[config.mk]
export PLATFORM = sky130hd
export DESIGN_NAME = amctc_top
export DESIGN_NICKNAME = d
export VERILOG_FILES = /design/src/inc/amctc_pkg.sv /design/src/amctc_result_mem.sv /design/src/amctc_top.sv
export SDC_FILE = /design/constraint.sdc
export NUM_CORES = 1
export LEC_CHECK = 0
export BUFFER_PORTS_ARGS = -buffer_cell sky130_fd_sc_hd__buf_2
export CAP_MARGIN = 10
export CORE_MARGIN = 5
export CORE_UTILIZATION = 48
export CTS_CLUSTER_DIAMETER = 80
export DETAILED_ROUTE_END_ITERATION = 10
export PLACE_DENSITY_LB_ADDON = 0.05
export SETUP_SLACK_MARGIN = 0.02
export SLEW_MARGIN = 30
export SYNTH_ARGS = -nofsm -noshare
export SYNTH_HDL_FRONTEND = slang
export SYNTH_HIERARCHICAL = 1
export SYNTH_SLANG_ARGS = --single-unit
[constraint.sdc]
create_clock -name clk_i -period 3.2 [get_ports clk_i]
set_input_delay 0.16 -clock clk_i [delete_from_list [all_inputs] [get_ports clk_i]]
set_output_delay 0.16 -clock clk_i [all_outputs]
set_load 0.005 [all_outputs]
[src/inc/amctc_pkg.sv]
// Package for the converter mode, channel and trigger control block.
// Assumes a 32-bit classic Wishbone register bus and a single 125 MHz clock.
package amctc_pkg;

  // Bus geometry.
  localparam int unsigned DATA_W = 32;
  localparam int unsigned ADDR_W = 8;
  localparam int unsigned REG_W = 8;

  // Register byte offsets.
  localparam logic [ADDR_W-1:0] OFS_CTRL_STATUS = 8'h00;
  localparam logic [ADDR_W-1:0] OFS_TRIG_SCAN = 8'h04;
  localparam logic [ADDR_W-1:0] OFS_IRQ_STATUS = 8'h08;
  localparam logic [ADDR_W-1:0] OFS_IRQ_MASK = 8'h0C;
  localparam logic [ADDR_W-1:0] OFS_RESULT_BASE = 8'h10;
  localparam logic [ADDR_W-1:0] RESULT_AREA_MASK = 8'hF0;
  localparam int unsigned RESULT_IDX_LSB = 2;

  // Control/status register fields.
  localparam int unsigned CS_END_FLAG_BIT = 7;
  localparam int unsigned CS_IRQ_EN_BIT = 6;
  localparam int unsigned CS_START_BIT = 5;
  localparam int unsigned CS_MULTI_BIT = 4;
  localparam int unsigned CS_CTS_BIT = 3;
  localparam int unsigned CS_CH_LSB = 0;
  localparam int unsigned CH_W = 3;
  localparam logic [REG_W-1:0] CS_RESET = 8'h00;

  // Trigger/scan control register fields.
  localparam int unsigned TS_TRIG_LSB = 6;
  localparam int unsigned TS_SCAN_BIT = 5;
  localparam logic [1:0] TRIG_EXT_CODE = 2'h3;
  localparam logic [REG_W-1:0] TS_READS_ONE = 8'h07;
  localparam logic [REG_W-1:0] TS_RESET = 8'h07;

  // Interrupt status and mask fields.
  localparam int unsigned IRQ_W = 2;
  localparam int unsigned IRQ_END_BIT = 0;
  localparam int unsigned IRQ_TRIG_BIT = 1;

  // Conversion timing: one state is one peripheral clock period.
  localparam int unsigned CLK_PERIOD_NS = 8;
  localparam int unsigned STATE_PERIOD_NS = 8;
  localparam int unsigned CONV_STATES_SLOW = 536;
  localparam int unsigned CONV_STATES_FAST = 266;
  localparam int unsigned CONV_CYC_SLOW = (CONV_STATES_SLOW * STATE_PERIOD_NS) / CLK_PERIOD_NS;
  localparam int unsigned CONV_CYC_FAST = (CONV_STATES_FAST * STATE_PERIOD_NS) / CLK_PERIOD_NS;
  localparam int unsigned CNT_W = 10;

  // Converter data.
  localparam int unsigned RESULT_W = 10;
  localparam int unsigned NUM_INPUTS = 4;
  localparam int unsigned CHSEL_W = 2;

  typedef enum logic [1:0] {
    MODE_SINGLE = 2'b00,
    MODE_MULTI = 2'b01,
    MODE_SCAN = 2'b10
  } amctc_mode_t;

  typedef enum logic {
    ST_IDLE = 1'b0,
    ST_CONV = 1'b1
  } amctc_state_t;

endpackage

[src/amctc_result_mem.sv]
// Small result store, one word per analog input, with a registered read port.
// Assumes write and read addresses are stable around the clock edge.
`timescale 1ns/10ps
`default_nettype none
module amctc_result_mem #(
  parameter int unsigned WIDTH = 10,
  parameter int unsigned DEPTH = 4,
  parameter int unsigned AW = 2
) (
  // Clock.
  input wire logic clk_i,
  // Write port.
  input wire logic wr_en_i,
  input wire logic [AW-1:0] wr_addr_i,
  input wire logic [WIDTH-1:0] wr_data_i,
  // Read port.
  input wire logic [AW-1:0] rd_addr_i,
  output logic [WIDTH-1:0] rd_data_o
);

  logic [WIDTH-1:0] mem_ff [DEPTH];
  logic [WIDTH-1:0] rd_data_ff;

  if (DEPTH > (1 << AW)) begin : g_bad_depth
    $error("Result store depth does not fit its address width.");
  end

  // Results are not reset; software reads them only after a conversion.
  always_ff @(posedge clk_i) begin
    if (wr_en_i) begin
      mem_ff[wr_addr_i] <= wr_data_i;
    end
  end

  always_ff @(posedge clk_i) begin
    rd_data_ff <= mem_ff[rd_addr_i];
  end

  assign rd_data_o = rd_data_ff;

endmodule
`default_nettype wire

[src/amctc_top.sv]
// Mode, channel and trigger control for a 10-bit successive-approximation converter.
// Assumes a classic Wishbone master, synchronous inputs and an analog core that
// presents the sampled code on adc_data_i by the end of each conversion period.
//
// Notes on behaviour
// - An 8-bit control/status register holds the multi bit, the time select and a 3-bit channel field, all zero after reset.
// - The scan bit at bit 5 of the trigger/scan register picks multi (0) or scan (1) only while multi is set.
// - A conversion lasts at most 536 states with the time select clear and at most 266 states with it set.
// - In single mode channel codes 000 to 011 convert input 0 to input 3 respectively.
// - In multi and scan modes codes 000 to 011 convert inputs 0 up to 0, 1, 2 or 3, starting at input 0.
// - The 8-bit trigger/scan register returns to 07 hex on reset and on entry to standby.
// - Only with both trigger enables set does a falling trigger edge start conversion; other codes ignore the pin.
// - Bits 4 and 3 of the trigger/scan register always read 0 and software writes only 0 there.
// - Bits 2 to 0 of the trigger/scan register are read-only ones and software writes 0 there.
// - A write can only clear the conversion-end flag, never set it.
// - The start bit at bit 5 of the control/status register starts or stops conversion, stays 1 while running and can be set by the trigger.
// - Each conversion stores a 10-bit result in the data register of the converted input.
`timescale 1ns/10ps
`default_nettype none
module amctc_top #(
  parameter int unsigned RESULT_W = amctc_pkg::RESULT_W,
  parameter int unsigned NUM_INPUTS = amctc_pkg::NUM_INPUTS,
  parameter int unsigned CONV_CYC_SLOW = amctc_pkg::CONV_CYC_SLOW,
  parameter int unsigned CONV_CYC_FAST = amctc_pkg::CONV_CYC_FAST
) (
  // Clock and reset.
  input wire logic clk_i,
  input wire logic rst_i,
  // Power management.
  input wire logic standby_i,
  // Wishbone slave.
  input wire logic wb_cyc_i,
  input wire logic wb_stb_i,
  input wire logic wb_we_i,
  input wire logic [amctc_pkg::ADDR_W-1:0] wb_adr_i,
  input wire logic [amctc_pkg::DATA_W/8-1:0] wb_sel_i,
  input wire logic [amctc_pkg::DATA_W-1:0] wb_dat_i,
  output logic [amctc_pkg::DATA_W-1:0] wb_dat_o,
  output logic wb_ack_o,
  // Analog core side.
  input wire logic external_trigger_pin_i,
  input wire logic [RESULT_W-1:0] adc_data_i,
  output logic [amctc_pkg::CHSEL_W-1:0] analog_channel_o,
  output logic conv_active_o,
  // Interrupt.
  output logic irq_o
);

  if (NUM_INPUTS != (1 << amctc_pkg::CHSEL_W)) begin : g_bad_inputs
    $error("The channel decoder serves exactly four analog inputs.");
  end
  if (RESULT_W > amctc_pkg::DATA_W) begin : g_bad_width
    $error("Result width exceeds the bus data width.");
  end
  if ((CONV_CYC_SLOW < 1) || (CONV_CYC_FAST < 1) ||
      (CONV_CYC_SLOW > (1 << amctc_pkg::CNT_W)) ||
      (CONV_CYC_FAST > (1 << amctc_pkg::CNT_W))) begin : g_bad_time
    $error("Conversion period does not fit the period counter.");
  end

  localparam logic [amctc_pkg::CNT_W-1:0] LEN_SLOW = amctc_pkg::CNT_W'(CONV_CYC_SLOW - 1);
  localparam logic [amctc_pkg::CNT_W-1:0] LEN_FAST = amctc_pkg::CNT_W'(CONV_CYC_FAST - 1);
  localparam logic [amctc_pkg::CNT_W-1:0] CNT_ZERO = 10'h000;
  localparam logic [amctc_pkg::CNT_W-1:0] CNT_ONE = 10'h001;
  localparam logic [amctc_pkg::CHSEL_W-1:0] CH_FIRST = 2'h0;
  localparam logic [amctc_pkg::CHSEL_W-1:0] CH_STEP = 2'h1;

  // Control/status register fields.
  logic end_flag_ff;
  logic irq_en_ff;
  logic start_ff;
  logic multi_ff;
  logic cts_ff;
  logic [amctc_pkg::CH_W-1:0] ch_field_ff;
  logic flag_seen_ff;

  // Trigger/scan register fields.
  logic [1:0] trig_en_ff;
  logic scan_ff;

  // Interrupt registers.
  logic [amctc_pkg::IRQ_W-1:0] irq_status_ff;
  logic [amctc_pkg::IRQ_W-1:0] irq_mask_ff;
  logic irq_ff;

  // Sequencer.
  amctc_pkg::amctc_state_t state_ff;
  logic [amctc_pkg::CHSEL_W-1:0] cur_ch_ff;
  logic [amctc_pkg::CNT_W-1:0] cnt_ff;
  logic active_ff;

  // Trigger synchroniser and edge detector.
  logic trig_meta_ff;
  logic trig_sync_ff;
  logic trig_prev_ff;

  // Bus slave.
  logic busy_ff;
  logic ack_ff;
  logic [amctc_pkg::DATA_W-1:0] dat_ff;

  logic [RESULT_W-1:0] mem_rd_data;
  logic [amctc_pkg::CHSEL_W-1:0] mem_rd_idx;

  // Bus decode.
  logic commit;
  logic wr;
  logic rd;
  logic hit_cs;
  logic hit_ts;
  logic hit_ist;
  logic hit_imk;
  logic hit_res;
  logic [amctc_pkg::REG_W-1:0] wr_byte;

  assign commit = busy_ff & ~ack_ff;
  assign wr = commit & wb_we_i & wb_sel_i[0];
  assign rd = commit & ~wb_we_i;
  assign wr_byte = wb_dat_i[amctc_pkg::REG_W-1:0];
  assign hit_cs = (wb_adr_i == amctc_pkg::OFS_CTRL_STATUS);
  assign hit_ts = (wb_adr_i == amctc_pkg::OFS_TRIG_SCAN);
  assign hit_ist = (wb_adr_i == amctc_pkg::OFS_IRQ_STATUS);
  assign hit_imk = (wb_adr_i == amctc_pkg::OFS_IRQ_MASK);
  assign hit_res = ((wb_adr_i & amctc_pkg::RESULT_AREA_MASK) == amctc_pkg::OFS_RESULT_BASE);
  assign mem_rd_idx = wb_adr_i[amctc_pkg::RESULT_IDX_LSB +: amctc_pkg::CHSEL_W];

  // Mode and sequencing decode.
  amctc_pkg::amctc_mode_t mode;
  logic trig_fall;
  logic trig_go;
  logic conv_done;
  logic is_last;
  logic group_end;
  logic seq_end;
  logic [amctc_pkg::CHSEL_W-1:0] ch_code;

  always_comb begin
    if (!multi_ff) begin
      mode = amctc_pkg::MODE_SINGLE;
    end else if (scan_ff) begin
      mode = amctc_pkg::MODE_SCAN;
    end else begin
      mode = amctc_pkg::MODE_MULTI;
    end
  end

  assign ch_code = ch_field_ff[amctc_pkg::CHSEL_W-1:0];
  assign trig_fall = trig_prev_ff & ~trig_sync_ff;
  assign trig_go = trig_fall & (trig_en_ff == amctc_pkg::TRIG_EXT_CODE);
  assign conv_done = (state_ff == amctc_pkg::ST_CONV) & start_ff & (cnt_ff == CNT_ZERO);
  assign is_last = (mode == amctc_pkg::MODE_SINGLE) | (cur_ch_ff == ch_code);
  assign group_end = conv_done & is_last;
  assign seq_end = group_end & (mode != amctc_pkg::MODE_SCAN);

  // Trigger pin: the first stage feeds only the second.
  always_ff @(posedge clk_i) begin
    if (rst_i) begin
      trig_meta_ff <= 1'b1;
      trig_sync_ff <= 1'b1;
      trig_prev_ff <= 1'b1;
    end else begin
      trig_meta_ff <= external_trigger_pin_i;
      trig_sync_ff <= trig_meta_ff;
      trig_prev_ff <= trig_sync_ff;
    end
  end

  // Control fields that only software steers.
  always_ff @(posedge clk_i) begin
    if (rst_i) begin
      irq_en_ff <= amctc_pkg::CS_RESET[amctc_pkg::CS_IRQ_EN_BIT];
      multi_ff <= amctc_pkg::CS_RESET[amctc_pkg::CS_MULTI_BIT];
      cts_ff <= amctc_pkg::CS_RESET[amctc_pkg::CS_CTS_BIT];
      ch_field_ff <= amctc_pkg::CS_RESET[amctc_pkg::CS_CH_LSB +: amctc_pkg::CH_W];
    end else if (wr && hit_cs) begin
      irq_en_ff <= wr_byte[amctc_pkg::CS_IRQ_EN_BIT];
      multi_ff <= wr_byte[amctc_pkg::CS_MULTI_BIT];
      cts_ff <= wr_byte[amctc_pkg::CS_CTS_BIT];
      ch_field_ff <= wr_byte[amctc_pkg::CS_CH_LSB +: amctc_pkg::CH_W];
    end
  end

  // Start bit: software, trigger, sequence end and standby all act on it.
  // Changing the time select or channel mid-run is only safe after a stop.
  always_ff @(posedge clk_i) begin
    if (rst_i || standby_i) begin
      start_ff <= 1'b0;
    end else if (trig_go) begin
      start_ff <= 1'b1;
    end else if (wr && hit_cs) begin
      start_ff <= wr_byte[amctc_pkg::CS_START_BIT];
    end else if (seq_end) begin
      start_ff <= 1'b0;
    end
  end

  // End flag: hardware set wins over a clearing write in the same cycle.
  always_ff @(posedge clk_i) begin
    if (rst_i) begin
      end_flag_ff <= amctc_pkg::CS_RESET[amctc_pkg::CS_END_FLAG_BIT];
      flag_seen_ff <= 1'b0;
    end else if (group_end) begin
      end_flag_ff <= 1'b1;
      flag_seen_ff <= flag_seen_ff;
    end else if (wr && hit_cs && !wr_byte[amctc_pkg::CS_END_FLAG_BIT] && flag_seen_ff) begin
      end_flag_ff <= 1'b0;
      flag_seen_ff <= 1'b0;
    end else if (rd && hit_cs && end_flag_ff) begin
      flag_seen_ff <= 1'b1;
    end
  end

  // Trigger/scan register; the constant bits are never stored.
  always_ff @(posedge clk_i) begin
    if (rst_i || standby_i) begin
      trig_en_ff <= amctc_pkg::TS_RESET[amctc_pkg::TS_TRIG_LSB +: 2];
      scan_ff <= amctc_pkg::TS_RESET[amctc_pkg::TS_SCAN_BIT];
    end else if (wr && hit_ts) begin
      trig_en_ff <= wr_byte[amctc_pkg::TS_TRIG_LSB +: 2];
      scan_ff <= wr_byte[amctc_pkg::TS_SCAN_BIT];
    end
  end

  // Sequencer: a cleared start bit aborts at once, so a restart begins afresh.
  always_ff @(posedge clk_i) begin
    if (rst_i) begin
      state_ff <= amctc_pkg::ST_IDLE;
      cur_ch_ff <= CH_FIRST;
      cnt_ff <= CNT_ZERO;
    end else begin
      case (state_ff)
        amctc_pkg::ST_IDLE: begin
          if (start_ff) begin
            state_ff <= amctc_pkg::ST_CONV;
            cnt_ff <= cts_ff ? LEN_FAST : LEN_SLOW;
            if (mode == amctc_pkg::MODE_SINGLE) begin
              cur_ch_ff <= ch_code;
            end else begin
              cur_ch_ff <= CH_FIRST;
            end
          end
        end
        amctc_pkg::ST_CONV: begin
          if (!start_ff) begin
            state_ff <= amctc_pkg::ST_IDLE;
          end else if (conv_done) begin
            cnt_ff <= cts_ff ? LEN_FAST : LEN_SLOW;
            if (!is_last) begin
              cur_ch_ff <= cur_ch_ff + CH_STEP;
            end else if (mode == amctc_pkg::MODE_SCAN) begin
              cur_ch_ff <= CH_FIRST;
            end else begin
              state_ff <= amctc_pkg::ST_IDLE;
            end
          end else begin
            cnt_ff <= cnt_ff - CNT_ONE;
          end
        end
        default: begin
          state_ff <= amctc_pkg::ST_IDLE;
        end
      endcase
    end
  end

  always_ff @(posedge clk_i) begin
    if (rst_i) begin
      active_ff <= 1'b0;
    end else begin
      active_ff <= (state_ff == amctc_pkg::ST_CONV) & start_ff & ~seq_end;
    end
  end

  // The result of each finished conversion lands in its own input's slot.
  amctc_result_mem #(
    .WIDTH(RESULT_W),
    .DEPTH(NUM_INPUTS),
    .AW(amctc_pkg::CHSEL_W)
  ) u_result_mem (
    .clk_i(clk_i),
    .wr_en_i(conv_done),
    .wr_addr_i(cur_ch_ff),
    .wr_data_i(adc_data_i),
    .rd_addr_i(mem_rd_idx),
    .rd_data_o(mem_rd_data)
  );

  // Interrupt status: each bit sticky, cleared by writing one, set wins.
  logic [amctc_pkg::IRQ_W-1:0] irq_event;
  logic [amctc_pkg::IRQ_W-1:0] irq_gate;

  assign irq_event[amctc_pkg::IRQ_END_BIT] = group_end;
  assign irq_event[amctc_pkg::IRQ_TRIG_BIT] = trig_go;
  assign irq_gate[amctc_pkg::IRQ_END_BIT] = irq_en_ff;
  assign irq_gate[amctc_pkg::IRQ_TRIG_BIT] = 1'b1;

  for (genvar i = 0; i < amctc_pkg::IRQ_W; i++) begin : g_irq
    always_ff @(posedge clk_i) begin
      if (rst_i) begin
        irq_status_ff[i] <= 1'b0;
      end else if (irq_event[i]) begin
        irq_status_ff[i] <= 1'b1;
      end else if (wr && hit_ist && wr_byte[i]) begin
        irq_status_ff[i] <= 1'b0;
      end
    end
  end

  always_ff @(posedge clk_i) begin
    if (rst_i) begin
      irq_mask_ff <= '0;
    end else if (wr && hit_imk) begin
      irq_mask_ff <= wr_byte[amctc_pkg::IRQ_W-1:0];
    end
  end

  always_ff @(posedge clk_i) begin
    if (rst_i) begin
      irq_ff <= 1'b0;
    end else begin
      irq_ff <= |(irq_status_ff & irq_mask_ff & irq_gate);
    end
  end

  // Read data assembly.
  logic [amctc_pkg::REG_W-1:0] cs_rd;
  logic [amctc_pkg::REG_W-1:0] ts_rd;
  logic [amctc_pkg::DATA_W-1:0] nxt_dat;

  always_comb begin
    cs_rd = '0;
    cs_rd[amctc_pkg::CS_END_FLAG_BIT] = end_flag_ff;
    cs_rd[amctc_pkg::CS_IRQ_EN_BIT] = irq_en_ff;
    cs_rd[amctc_pkg::CS_START_BIT] = start_ff;
    cs_rd[amctc_pkg::CS_MULTI_BIT] = multi_ff;
    cs_rd[amctc_pkg::CS_CTS_BIT] = cts_ff;
    cs_rd[amctc_pkg::CS_CH_LSB +: amctc_pkg::CH_W] = ch_field_ff;
    ts_rd = amctc_pkg::TS_READS_ONE;
    ts_rd[amctc_pkg::TS_TRIG_LSB +: 2] = trig_en_ff;
    ts_rd[amctc_pkg::TS_SCAN_BIT] = scan_ff;
  end

  always_comb begin
    nxt_dat = '0;
    if (hit_cs) begin
      nxt_dat[amctc_pkg::REG_W-1:0] = cs_rd;
    end else if (hit_ts) begin
      nxt_dat[amctc_pkg::REG_W-1:0] = ts_rd;
    end else if (hit_ist) begin
      nxt_dat[amctc_pkg::IRQ_W-1:0] = irq_status_ff;
    end else if (hit_imk) begin
      nxt_dat[amctc_pkg::IRQ_W-1:0] = irq_mask_ff;
    end else if (hit_res) begin
      nxt_dat[RESULT_W-1:0] = mem_rd_data;
    end
  end

  // Bus handshake: two cycles to ack, which gives the result store time for
  // its registered read without a separate wait path for that area.
  always_ff @(posedge clk_i) begin
    if (rst_i) begin
      busy_ff <= 1'b0;
      ack_ff <= 1'b0;
    end else begin
      busy_ff <= wb_cyc_i & wb_stb_i & ~busy_ff & ~ack_ff;
      ack_ff <= commit;
    end
  end

  always_ff @(posedge clk_i) begin
    if (rst_i) begin
      dat_ff <= '0;
    end else if (rd) begin
      dat_ff <= nxt_dat;
    end
  end

  assign wb_dat_o = dat_ff;
  assign wb_ack_o = ack_ff;
  assign analog_channel_o = cur_ch_ff;
  assign conv_active_o = active_ff;
  assign irq_o = irq_ff;

endmodule
`default_nettype wire

---- After elaboration in Yosys (flattened, before gate mapping) ----
Memories as Yosys holds them, arrays and structs flattened. A register that Yosys moved wholly into a read port is not among the register bits.
Cells that the tools add are included.
storage, ports and cells
  bits in writable memories ............... 40
  output and inout port bits .............. 37
  logic and storage cells ................. 128
  register bits after elaboration ......... 46
  memories kept ........................... 1
  bits of input ports ..................... 61
memories
  name                 words  width  read ports  clocked after memory_dff  write ports  line                    RTL
  u_result_mem.mem_ff  4      10     1           1                         1            amctc_result_mem.sv:21  logic [WIDTH-1:0] mem_ff [DEPTH];
cells by class
  multiplexer cells ....................... 42
  bitwise gates (word level) .............. 24
  reductions and logical operators ........ 24
  eq/ne operators ......................... 12
  add/subtract/negate cells ............... 2
operator list
  operator               count
  $mux 10                5
  $mux 8                 4
  $mux 2                 12
  $pmux 10 s2            1
  $mux 1                 18
  $eq 8x4->1 const B     2
  $and 1x1->1            14
  $logic_and 1x1->1      10
  $logic_not 10->1       1
  $sub 10x1->10 const B  1
  $eq 8x3->1 const B     1
  $logic_not 8->1        1
  $reduce_bool 2->1      4
  $not 1->1              7
  $ne 2x2->1 const B     3
  $and 2x2->2            2
  $eq 2x2->1 const B     2
  $eq 4x1->1 const B     1
  $pmux 2 s2             1
  $reduce_and 2->1       2
  $reduce_and 4->1       1
  $ne 3x2->1 const B     1
  $reduce_bool 3->1      1
  $add 2x1->2 const B    1
  other kinds (8)        8

---- Logic depth before layout (Yosys ltp) ----
Gate-level depths: netlist of run 1.
  word-level depth ........................ 9
  mapped depth ............................ 8
  gate-level depth less buffers ........... 7

---- By module ----
Netlist of run 1, hierarchy kept.
modules (own cells, without submodules)
  module            cells each  sequential area each (um2)  instances  area an instance (um2)
  amctc_top         297         920.9                       1          2387.3
  amctc_result_mem  66          1401.3                      1          1674.1

---- Worst setup path before layout of run 1 ----
OpenSTA, ideal clock, no wires.
  path kind ............................... register -> register
  from .................................... register cnt_ff[7] (netlist name)
  to ...................................... memory u_result_mem.mem_ff[0][0], enable pin
  path buffers ............................ 1
  clock period less this slack ............ 2685 ps
  required time ........................... 2808 ps
  stages on the path, launching flop included .. 6
  arrival time ............................ 2292 ps
  setup slack ............................. 515 ps
  library setup time ...................... 392 ps
  cell sequence ........................... dfxtp_1 > or4_1 > buf_2 > or2_4 > nor3_1 > nor3b_1
on the way
  longest elaborated chain between the ends .. 4
RTL lines
  item                          line                    RTL
  start, declared               amctc_top.sv:89         logic [amctc_pkg::CNT_W-1:0] cnt_ff;
  start signal, assigned        amctc_top.sv:235        cnt_ff <= cts_ff ? LEN_FAST : LEN_SLOW;
  start signal, assigned        amctc_top.sv:247        cnt_ff <= cts_ff ? LEN_FAST : LEN_SLOW;
  start signal, assigned        amctc_top.sv:256        cnt_ff <= cnt_ff - CNT_ONE;
  $logic_not 10->1              amctc_top.sv:150        assign conv_done = (state_ff == amctc_pkg::ST_CONV) & start_ff & (cnt_ff == CNT_ZERO);
  $and 1x1->1                   amctc_top.sv:150
  net conv_done                 amctc_top.sv:131        logic conv_done;
  $mux 1                        amctc_result_mem.sv:30  if (wr_en_i) begin
  $mux 1 (implied by the code)  amctc_result_mem.sv:31  mem_ff[wr_addr_i] <= wr_data_i;
  end, declared                 amctc_result_mem.sv:21
The timed path passes the listed nets, and every way through them passes these cells.

---- Worst setup path in the final report of run 1 ----
  from .................................... register cnt_ff[7] (netlist name)
  to ...................................... memory u_result_mem.mem_ff[1][7], enable pin
Same word-level chain as after synthesis.

==> flow_metrics.py, run 1 <==
metrics = {
    "hold_path": {
        "hp-class": "in2reg",
    },
    "floorplanning": {
        "fp-row-count": 33,
        "pin_count": 98,
        "core_area_mm2": 0.00822,
        "start_util": 0.494,
        "fp.dieArea_mm2": 0.0104,
        "die_x_um": 102,
        "die_y_um": 102,
    },
    "finish": {
        "multi_input_area_mm2": 0.00154,
        "n_antenna_cell": 0,
        "layout_commonest_cell": "dfxtp_1",
        "post_route_cells_drive_above_1_share": 0.217,
        "layout_common_cells": "dfxtp_1 (56), buf_2 (48), edfxtp_1 (40)",
        "nNetsFinal": 472,
        "regArea_mm2": 0.00232,
        "syn_to_final_growth_pct": 11.6,
        "fillers": 737,
    },
    "global_routing": {
        "grt_pass1_wl_um": 13600,
        "grt_pass1_vias": 2594,
        "grt_max_degree": 47,
        "grt-ovfl-total": 0,
        "antenna_found_initial": 0,
        "gr-usage-all-layers": 0.170,
    },
    "setup_path": {
        "cp_max_fo": 10,
        "cp.arrival_ns": 2.63,
        "cp-end-kind": "flip-flop",
        "crit_slowest_cell": "or4_1",
        "startpoint_type": "flip-flop",
        "cp.required_ns": 3.20,
        "worstSetupPathType": "reg2reg",
        "path_cells": "or4_1 -> or2_4 -> nor3_1 -> and3b_1",
        "slowest_delay_ns": 0.69,
    },
    "sta": {
        "finalClockSkew_ns": 0.0132,
        "finalSetupViolations": 0,
        "min_period_ns": 2.64,
        "tightest_slew_ns": 0.872,
        "finalHoldViolCount": 0,
        "whs_ns": 0.0228,
        "rsz0062_at_grt": "no",
        "min_period_over_period": 0.824,
        "fmaxAchievable_mhz": 379,
        "slew_headroom": 0.419,
        "setup_tns_ns": 0,
        "finalMaxSlewViolations": 0,
    },
    "logic_synthesis": {
        "ys_warn_count": 6,
        "synth-edff-count": 40,
        "synth_cell_types": 61,
        "synthCells": 363,
        "ys_seq_area_frac": 0.572,
        "avgSynthCellArea_um2": 11.2,
        "syn_area_mm2": 0.00406,
        "synth-seq-cells": 96,
        "synth_ff_type": "dfxtp_1",
        "synthArstFlopShare": 0,
    },
    "pwr": {
        "power_density_mw_per_mm2": 468,
        "p_sw_uw": 500,
        "ir_worst_vdd_uv": 286,
        "switching_share": 0.236,
        "seq_power_share": 0.607,
        "p_total_mw": 2.12,
        "p_comb_frac": 0.044,
        "p_clk_frac": 0.350,
        "p_leak_nw": 1.63,
        "p_int_mw": 1.62,
    },
    "clock_tree": {
        "tritoncts": "built",
        "clkLatencyLatePin_ns": 0.36,
        "cts_buffers": 9,
        "cts-root-buf": "clkbuf_8",
        "ctsHtreeMaxLevel": 3,
        "cts_max_path_buffers": 2,
        "cts_num_sinks": 96,
        "ctsResizeCount": 0,
        "clk_pin_slew_worst_paths_ns": 0.09,
    },
    "drt": {
        "drt_iter0_drc": 138,
        "wl_per_cell_um": 16.3,
        "vias": 2805,
        "wl_um": 8490,
        "ant_nets": 0,
        "dr.pass1.iters": 4,
        "via_per_inst": 5.39,
        "route.detailed.drc": 0,
    },
    "job": {
        "max_cap_violations": 0,
    },
    "placed_design": {
        "port_buffers": 48,
        "place_hpwl_um": 5680,
        "gp_congestion": 0.794,
    },
    "run_status": {
        "status": "finished clean",
    },
}
power by group through the flow:
stage	registers (mW)	clock network [mW]	logic [mW]
after global routing	1.29	0.821	0.104
final	1.29	0.741	0.0924
after global placement	1.31	0	0.0838
after CTS	1.29	0.765	0.0903
after floorplan	1.31	0	0.0666
after detailed placement	1.31	0	0.0843
path summary, 6_finish.rpt:
check	slack, ns	start	to	cells after the start
worst min-delay path	0.02	adc_data_i[8]	u_result_mem/mem_ff[1][8]	1
worst max register to register	0.56	cnt_ff[7]	u_result_mem/mem_ff[1][7]	4
worst max-delay path	0.56	cnt_ff[7]	u_result_mem/mem_ff[1][7]	4
worst min register to register	0.44	trig_meta_ff	trig_sync_ff	1
per-layer routing:
metal  global-route usage  wire length [um]  vias to the layer above
met5                    0                 0                        -
met1                0.247              3870                     1321
met4               0.0605                98                        0
met2                0.256              3940                       91
li1                     -                 -                     1384
met3               0.0307               585                        9
sequential cells by signal, summed over array words and instances (netlist names), 2 cells and up:
| register | count |
|---|---|
| u_result_mem/rd_data_o | 10 |
| irq_mask_ff | 2 |
| wb_dat_o | 10 |
| u_result_mem/mem_ff | 40 |
| cnt_ff | 10 |
| ch_field_ff | 3 |
| trig_en_ff | 2 |
| analog_channel_o | 2 |
| irq_status_ff | 2 |
synth_stat cells (2+ instances only):
| cell type | number | area share |
|---|---|---|
| dfxtp_1 | 56 | 0.28 |
| edfxtp_1 | 40 | 0.30 |
| nand2_1 | 35 | 0.032 |
| a21oi_1 | 25 | 0.031 |
| buf_4 | 22 | 0.041 |
| nor2_1 | 21 | 0.019 |
| o21ai_0 | 18 | 0.022 |
| nand3_1 | 13 | 0.016 |
| clkbuf_1 | 12 | 0.011 |
| nor3_1 | 12 | 0.015 |
| mux4_2 | 10 | 0.055 |
| inv_1 | 9 | 0.0083 |
| o211ai_1 | 6 | 0.011 |
| buf_2 | 5 | 0.0062 |
| mux2i_1 | 5 | 0.012 |
| or2_2 | 5 | 0.0077 |
| a211oi_1 | 4 | 0.0074 |
| nor4_1 | 4 | 0.0062 |
| a31oi_1 | 3 | 0.0046 |
| a32oi_1 | 3 | 0.0065 |
| nor2b_1 | 3 | 0.0046 |
| a221oi_1 | 2 | 0.0043 |
| a22o_1 | 2 | 0.0043 |
| and3b_1 | 2 | 0.0043 |
| clkbuf_2 | 2 | 0.0025 |
| nand2b_1 | 2 | 0.0031 |
| nand3b_1 | 2 | 0.0037 |
| nand4b_1 | 2 | 0.0043 |
| nor3b_1 | 2 | 0.0037 |
| or3_1 | 2 | 0.0031 |
| or3b_2 | 2 | 0.0043 |
| or4_1 | 2 | 0.0037 |
| xor2_1 | 2 | 0.0043 |
per-stage QoR:
stage	setup WS [ns]	util	instance area, um2	std cells
after floorplan	0.515	-	4140	384
after global placement	0.561	0.520	4270	497
after detailed placement	0.539	0.520	4270	497
after CTS	0.528	0.549	4510	519
after global routing	0.392	0.552	4530	520
final	0.564	0.552	4530	520
cells by family (layout without fill, tap and decap cells):
kind of cell / Yosys count / in the layout / synth area share
AND/OR/NAND/NOR: 122 / 122 / 0.163
buffers and inverters: 51 / 82 / 0.0715
XOR/XNOR: 2 / 2 / 0.00431
AO/OA/AOI/OAI: 75 / 75 / 0.117
flip-flops: 96 / 96 / 0.572
multiplexers: 15 / 15 / 0.0678
adder cells (fa/ha/maj): 1 / 1 / 0.00308
other: 1 / 22 / 0.000923
worst max-delay path: cells and delay by family, from the launching register on:
family	cells	cell delay [ns]
DFF	1	0.36
and+or+nand+nor	4	1.91
cell type report:
type | instances | share of cell area
Tap cell | 105 | 0.0290
Clock inverter | 7 | 0.0132
Multi-Input combinational cell | 237 | 0.339
Clock buffer | 9 | 0.0273
Sequential cell | 96 | 0.512
Inverter | 9 | 0.00745
Timing Repair Buffer | 57 | 0.0718
what timing repair did:
action,CTS,global route
hold buffers,6,1
setup buffers,0,0
endpoints found under the setup margin,0,0
hold endpoints to repair,18,4
No activity file was read; power rests on OpenSTA's default activity.
==> run 2, diff against run 1 <==
==> constraint.sdc (replaced) <==
create_clock -name clk_i -period 2.5 [get_ports clk_i]
set_input_delay 0.125 -clock clk_i [delete_from_list [all_inputs] [get_ports clk_i]]
set_output_delay 0.125 -clock clk_i [all_outputs]
set_load 0.005 [all_outputs]
==> run 2 against run 1 <==
  * Combinational power grew 40%
  * Setup slack worse by 0.38 ns
  * Sequential power rose by 28%
  * Critical path type unchanged
==> flow_metrics.py, run 2 (synthesis gave the netlist of run 1 again) <==
metrics = {
    "drt": {
        "via_per_inst": 5.33,
        "drt_iter0_drc": 110,
        "wl_per_cell_um": 16.3,
        "dr.pass1.iters": 4,
        "route.detailed.drc": 0,
        "wl_um": 8750,
        "ant_nets": 0,
        "vias": 2856,
    },
    "floorplanning": {
        "pin_count": 98,
        "fp-row-count": 33,
        "core_area_mm2": 0.00822,
        "die_y_um": 102,
        "fp.dieArea_mm2": 0.0104,
        "die_x_um": 102,
        "start_util": 0.494,
    },
    "finish": {
        "largest_register": "u_result_mem/mem_ff",
        "largest_register_ffs": 40,
        "fin_cells": 536,
        "n_antenna_cell": 0,
        "utilization": 0.570,
        "fillers": 722,
        "nNetsFinal": 488,
        "layout_common_cells": "dfxtp_1 (56), buf_2 (48), edfxtp_1 (40)",
        "syn_to_final_growth_pct": 15.4,
        "post_route_cells_drive_above_1_share": 0.230,
        "layout_commonest_cell": "dfxtp_1",
    },
    "sta": {
        "finalSetupViolations": 0,
        "tightest_slew_ns": 0.863,
        "min_period_over_period": 0.926,
        "finalHoldViolCount": 0,
        "finalMaxSlewViolations": 0,
        "slew_headroom": 0.425,
        "fmaxAchievable_mhz": 432,
        "setup_tns_ns": 0,
        "finalClockSkew_ns": 0.0140,
        "rsz0062_at_grt": "no",
        "min_period_ns": 2.31,
    },
    "setup_path": {
        "cp.required_ns": 2.57,
        "startpoint_type": "flip-flop",
        "worstSetupPathType": "reg2reg",
        "cp-end-kind": "flip-flop",
        "cp_max_fo": 10,
        "cp.arrival_ns": 2.38,
    },
    "global_routing": {
        "grt_pass1_vias": 2772,
        "gr-usage-all-layers": 0.179,
        "use_met2": 0.275,
        "grt_max_degree": 47,
        "grt_pass1_wl_um": 14300,
        "gr-usage-met1": 0.249,
        "busiest_layer": "met2",
        "antenna_found_initial": 0,
        "grt-ovfl-total": 0,
        "grt_util_met3": 0.0553,
    },
    "pwr": {
        "ir_worst_vdd_uv": 417,
        "p_leak_nw": 1.72,
        "power_density_mw_per_mm2": 588,
    },
    "placed_design": {
        "place_hpwl_um": 5890,
        "dpl.cell_count": 505,
        "gp_congestion": 0.847,
        "port_buffers": 48,
    },
    "run_status": {
        "status": "finished clean",
    },
    "clock_tree": {
        "cts_num_sinks": 96,
        "cts_setup_buffers": 0,
        "cts_max_path_buffers": 2,
        "tritoncts": "built",
        "cts-root-buf": "clkbuf_8",
        "clk_pin_slew_worst_paths_ns": 0.10,
        "clkLatencyLatePin_ns": 0.36,
        "cts_buffers": 9,
        "ctsHtreeMaxLevel": 3,
    },
    "hold_path": {
        "hp-class": "in2reg",
    },
    "job": {
        "max_cap_violations": 0,
    },
}
[run 2: area by class of cell]
| class | instances | area [um2] | share of cell area |
|---|---|---|---|
| sequential | 96 | 2320 | 0.495 |
| multi-input combinational | 237 | 1530 | 0.327 |
| timing repair buffer | 73 | 478 | 0.102 |
| tap | 105 | 131 | 0.0280 |
| clock buffer | 9 | 124 | 0.0264 |
| clock inverter | 7 | 65.1 | 0.0139 |
| inverter | 9 | 33.8 | 0.00721 |
[run 2: report_power, final]
part           total, mW  internal [mW]  switching [mW]
clock              0.979          0.390           0.589
sequential          1.65           1.64         0.00580
combinational      0.129         0.0607          0.0680
[run 2: worst max-delay path: stages, from the launching register on]
cell	delay [ns]
dfxtp_1	0.35
inv_1	0.06
ha_1	0.17
or3b_1	0.51
nor3_1	0.47
nor3b_2	0.24
buf_4	0.22
[run 2: repair_timing]
item	CTS	global route
hold endpoints to repair	47	0
gates resized for setup	0	0
hold buffers	15	0
[run 2: metal layers]
layer,wire length (um),vias to the layer above
met4,87,0
met1,4220,1357
met3,440,6
met2,4000,73
li1,-,1420
met5,0,-
[run 2: worst paths after layout]
| kind | startpoint | endpoint | slack, ns | cells after the start |
|---|---|---|---|---|
| max | cnt_ff[0] | u_result_mem/mem_ff[0][6] | 0.19 | 6 |
| min | wb_dat_i[6] | irq_en_ff | 0.02 | 3 |
| max reg2reg | cnt_ff[0] | u_result_mem/mem_ff[0][6] | 0.19 | 6 |
| min reg2reg | trig_meta_ff | trig_sync_ff | 0.43 | 1 |
[run 2: per-stage QoR]
step           hold slack (ns)  worst slack, ns  power (mW)  cell area, um2
2_1_floorplan            0.197            0.161        1.77            4150
3_3_place_gp             0.330            0.275        1.79            4350
3_5_place_dp             0.326            0.224        1.79            4350
4_1_cts                0.00418            0.209        2.79            4690
5_1_grt                 0.0106           0.0700        2.88            4690
6_report                0.0249            0.186        2.75            4690
==> run 3, diff against run 2 <==
--- a/config.mk
+++ b/config.mk
@@ -5,12 +5,12 @@
 export SDC_FILE = /design/constraint.sdc
 export NUM_CORES = 1
 export LEC_CHECK = 0
-export BUFFER_PORTS_ARGS = -buffer_cell sky130_fd_sc_hd__buf_2
 export CAP_MARGIN = 10
 export CORE_MARGIN = 5
 export CORE_UTILIZATION = 48
 export CTS_CLUSTER_DIAMETER = 80
 export DETAILED_ROUTE_END_ITERATION = 10
+export DONT_BUFFER_PORTS = 1
 export PLACE_DENSITY_LB_ADDON = 0.05
 export SETUP_SLACK_MARGIN = 0.02
 export SLEW_MARGIN = 30
==> run 3 against run 2 <==
  * Combinational power decreased by 13%
  * Highest routed layer unchanged
  * Largest cell class unchanged
  * Final cell count decreased by 6.7%
  * Register-to-register slack about the same
  * Critical path type unchanged
  * Final area decreased by 1.9%
  * Non-clock buffer count decreased by 36
  * Hold slack got worse by 0.0073 ns
  * Total power decreased by 1.4%
  * Sequential power about the same
  * Clock skew decreased by 0.0017 ns
==> flow_metrics.py, run 3 (synthesis gave the netlist of run 1 again) <==
metrics = {
    "run_status": {
        "status": "finished clean",
    },
    "drt": {
        "dr.pass1.iters": 5,
        "route.detailed.drc": 0,
        "wl_per_cell_um": 17.4,
        "via_per_inst": 5.56,
        "wl_um": 8700,
        "vias": 2779,
        "ant_nets": 0,
        "drt_iter0_drc": 125,
    },
    "hold_path": {
        "holdPathStages": 3,
        "hp-class": "in2reg",
        "min_to": "irq_status_ff[1]",
        "worstHoldStart": "wb_dat_i[1]",
    },
    "clock_tree": {
        "cts_setup_buffers": 0,
        "ctsHtreeMaxLevel": 3,
        "cts_num_sinks": 96,
        "cts_buffers": 9,
        "tritoncts": "built",
        "ctsResizeCount": 0,
        "cts-root-buf": "clkbuf_8",
        "holdBufCountCts": 26,
        "cts_max_path_buffers": 2,
        "clk_pin_slew_worst_paths_ns": 0.10,
        "clkLatencyLatePin_ns": 0.36,
    },
    "setup_path": {
        "reg2reg_depth": 6,
        "worstReg2RegEnd": "trig_en_ff[0]",
        "slowest_delay_ns": 0.55,
        "startpoint_type": "flip-flop",
        "path_cells": "and4b_1 -> nand2_1 -> nor2_1 -> mux2i_1 -> nor3_1 -> dlygate4sd3_1",
        "r2r_start": "wb_ack_o",
        "crit_slowest_cell": "dlygate4sd3_1",
        "cp.arrival_ns": 2.57,
        "cp-end-kind": "flip-flop",
        "cp.required_ns": 2.76,
        "cp_max_fo": 10,
        "r2r_slack_ns": 0.19,
        "worstSetupPathType": "reg2reg",
    },
    "finish": {
        "nNetsFinal": 452,
        "utilization": 0.560,
        "post_route_cells_drive_above_1_share": 0.129,
        "largest_register_ffs": 40,
        "fin_cells": 500,
        "layout_common_cells": "dfxtp_1 (56), edfxtp_1 (40), nand2_1 (35)",
        "largest_register": "u_result_mem/mem_ff",
        "layout_commonest_cell": "dfxtp_1",
        "syn_to_final_growth_pct": 13.2,
        "n_antenna_cell": 0,
    },
    "pwr": {
        "seq_power_share": 0.607,
        "p_comb_frac": 0.041,
        "p_leak_nw": 1.56,
        "switching_share": 0.233,
        "ir_worst_vdd_uv": 345,
        "p_total_mw": 2.72,
        "p_sw_uw": 632,
        "power_density_mw_per_mm2": 591,
        "p_clk_frac": 0.352,
        "p_int_mw": 2.08,
    },
    "sta": {
        "finalSetupViolations": 0,
        "rsz0062_at_grt": "no",
        "slew_headroom": 0.569,
        "fmaxAchievable_mhz": 433,
        "finalClockSkew_ns": 0.0123,
        "finalHoldViolCount": 0,
        "min_period_over_period": 0.924,
        "finalMaxSlewViolations": 0,
        "tightest_slew_ns": 0.645,
        "setup_tns_ns": 0,
        "min_period_ns": 2.31,
    },
    "floorplanning": {
        "fp.dieArea_mm2": 0.0104,
        "die_x_um": 102,
        "pin_count": 98,
        "die_y_um": 102,
        "start_util": 0.494,
        "fp-row-count": 33,
        "core_area_mm2": 0.00822,
    },
    "global_routing": {
        "grt_util_met3": 0.0512,
        "gr-usage-all-layers": 0.175,
        "grt_max_degree": 47,
        "use_met2": 0.280,
        "grt_pass1_wl_um": 13800,
        "busiest_layer": "met2",
        "grt_pass1_vias": 2657,
        "grt-ovfl-total": 0,
        "gr-usage-met1": 0.233,
        "antenna_found_initial": 0,
    },
    "placed_design": {
        "dpl.cell_count": 457,
        "place_hpwl_um": 5680,
        "port_buffers": 0,
        "gp_congestion": 0.814,
    },
    "job": {
        "max_cap_violations": 0,
    },
}
run 3: worst max path at each step:
| stage | startpoint | to | slack, ns | depth (start not counted) |
|---|---|---|---|---|
| floorplan | cnt_ff[7] | u_result_mem/mem_ff[0][0] | 0.16 | 5 |
| global placement | cnt_ff[0] | cnt_ff[1] | 0.25 | 8 |
| detailed placement | cnt_ff[0] | cnt_ff[1] | 0.25 | 8 |
| CTS | wb_ack_o | trig_en_ff[0] | 0.19 | 6 |
| global route | wb_ack_o | trig_en_ff[0] | 0.06 | 6 |
| finish | wb_ack_o | trig_en_ff[0] | 0.19 | 6 |
run 3: layer usage:
metal / routed length (um) / up-vias
met5: 0 / -
met4: 95 / 0
met3: 635 / 10
met2: 4050 / 82
met1: 3920 / 1349
li1: - / 1338
run 3: cell type report:
class,count,area (um2)
Sequential cell,96,2320
Fill cell,736,3620
Clock inverter,6,57.6
Tap cell,105,131
Multi-Input combinational cell,237,1530
Timing Repair Buffer,37,393
Clock buffer,10,128
Inverter,9,33.8
run 3: power by group through the flow:
stage / clock, mW / combinational [mW] / sequential [mW]
3_3_place_gp: 0 / 0.0475 / 1.68
4_1_cts: 0.998 / 0.110 / 1.65
6_report: 0.956 / 0.112 / 1.65
2_1_floorplan: 0 / 0.0852 / 1.68
3_5_place_dp: 0 / 0.0482 / 1.68
5_1_grt: 1.05 / 0.124 / 1.65
run 3: metrics by stage:
step / hold WS (ns) / setup slack (ns) / area (um2)
6_report: 0.0176 / 0.189 / 4600
5_1_grt: 0.0417 / 0.0570 / 4600
4_1_cts: 0.000132 / 0.188 / 4590
3_5_place_dp: 0.203 / 0.248 / 4130
3_3_place_gp: 0.201 / 0.253 / 4130
2_1_floorplan: 0.197 / 0.161 / 4150
run 3: worst max-delay path: cells and delay by family (launching register included):
kind          cells  cell delay [ns]
buf+inv           1             0.55
flops             1             0.36
mux               1             0.23
simple gates      4             1.07
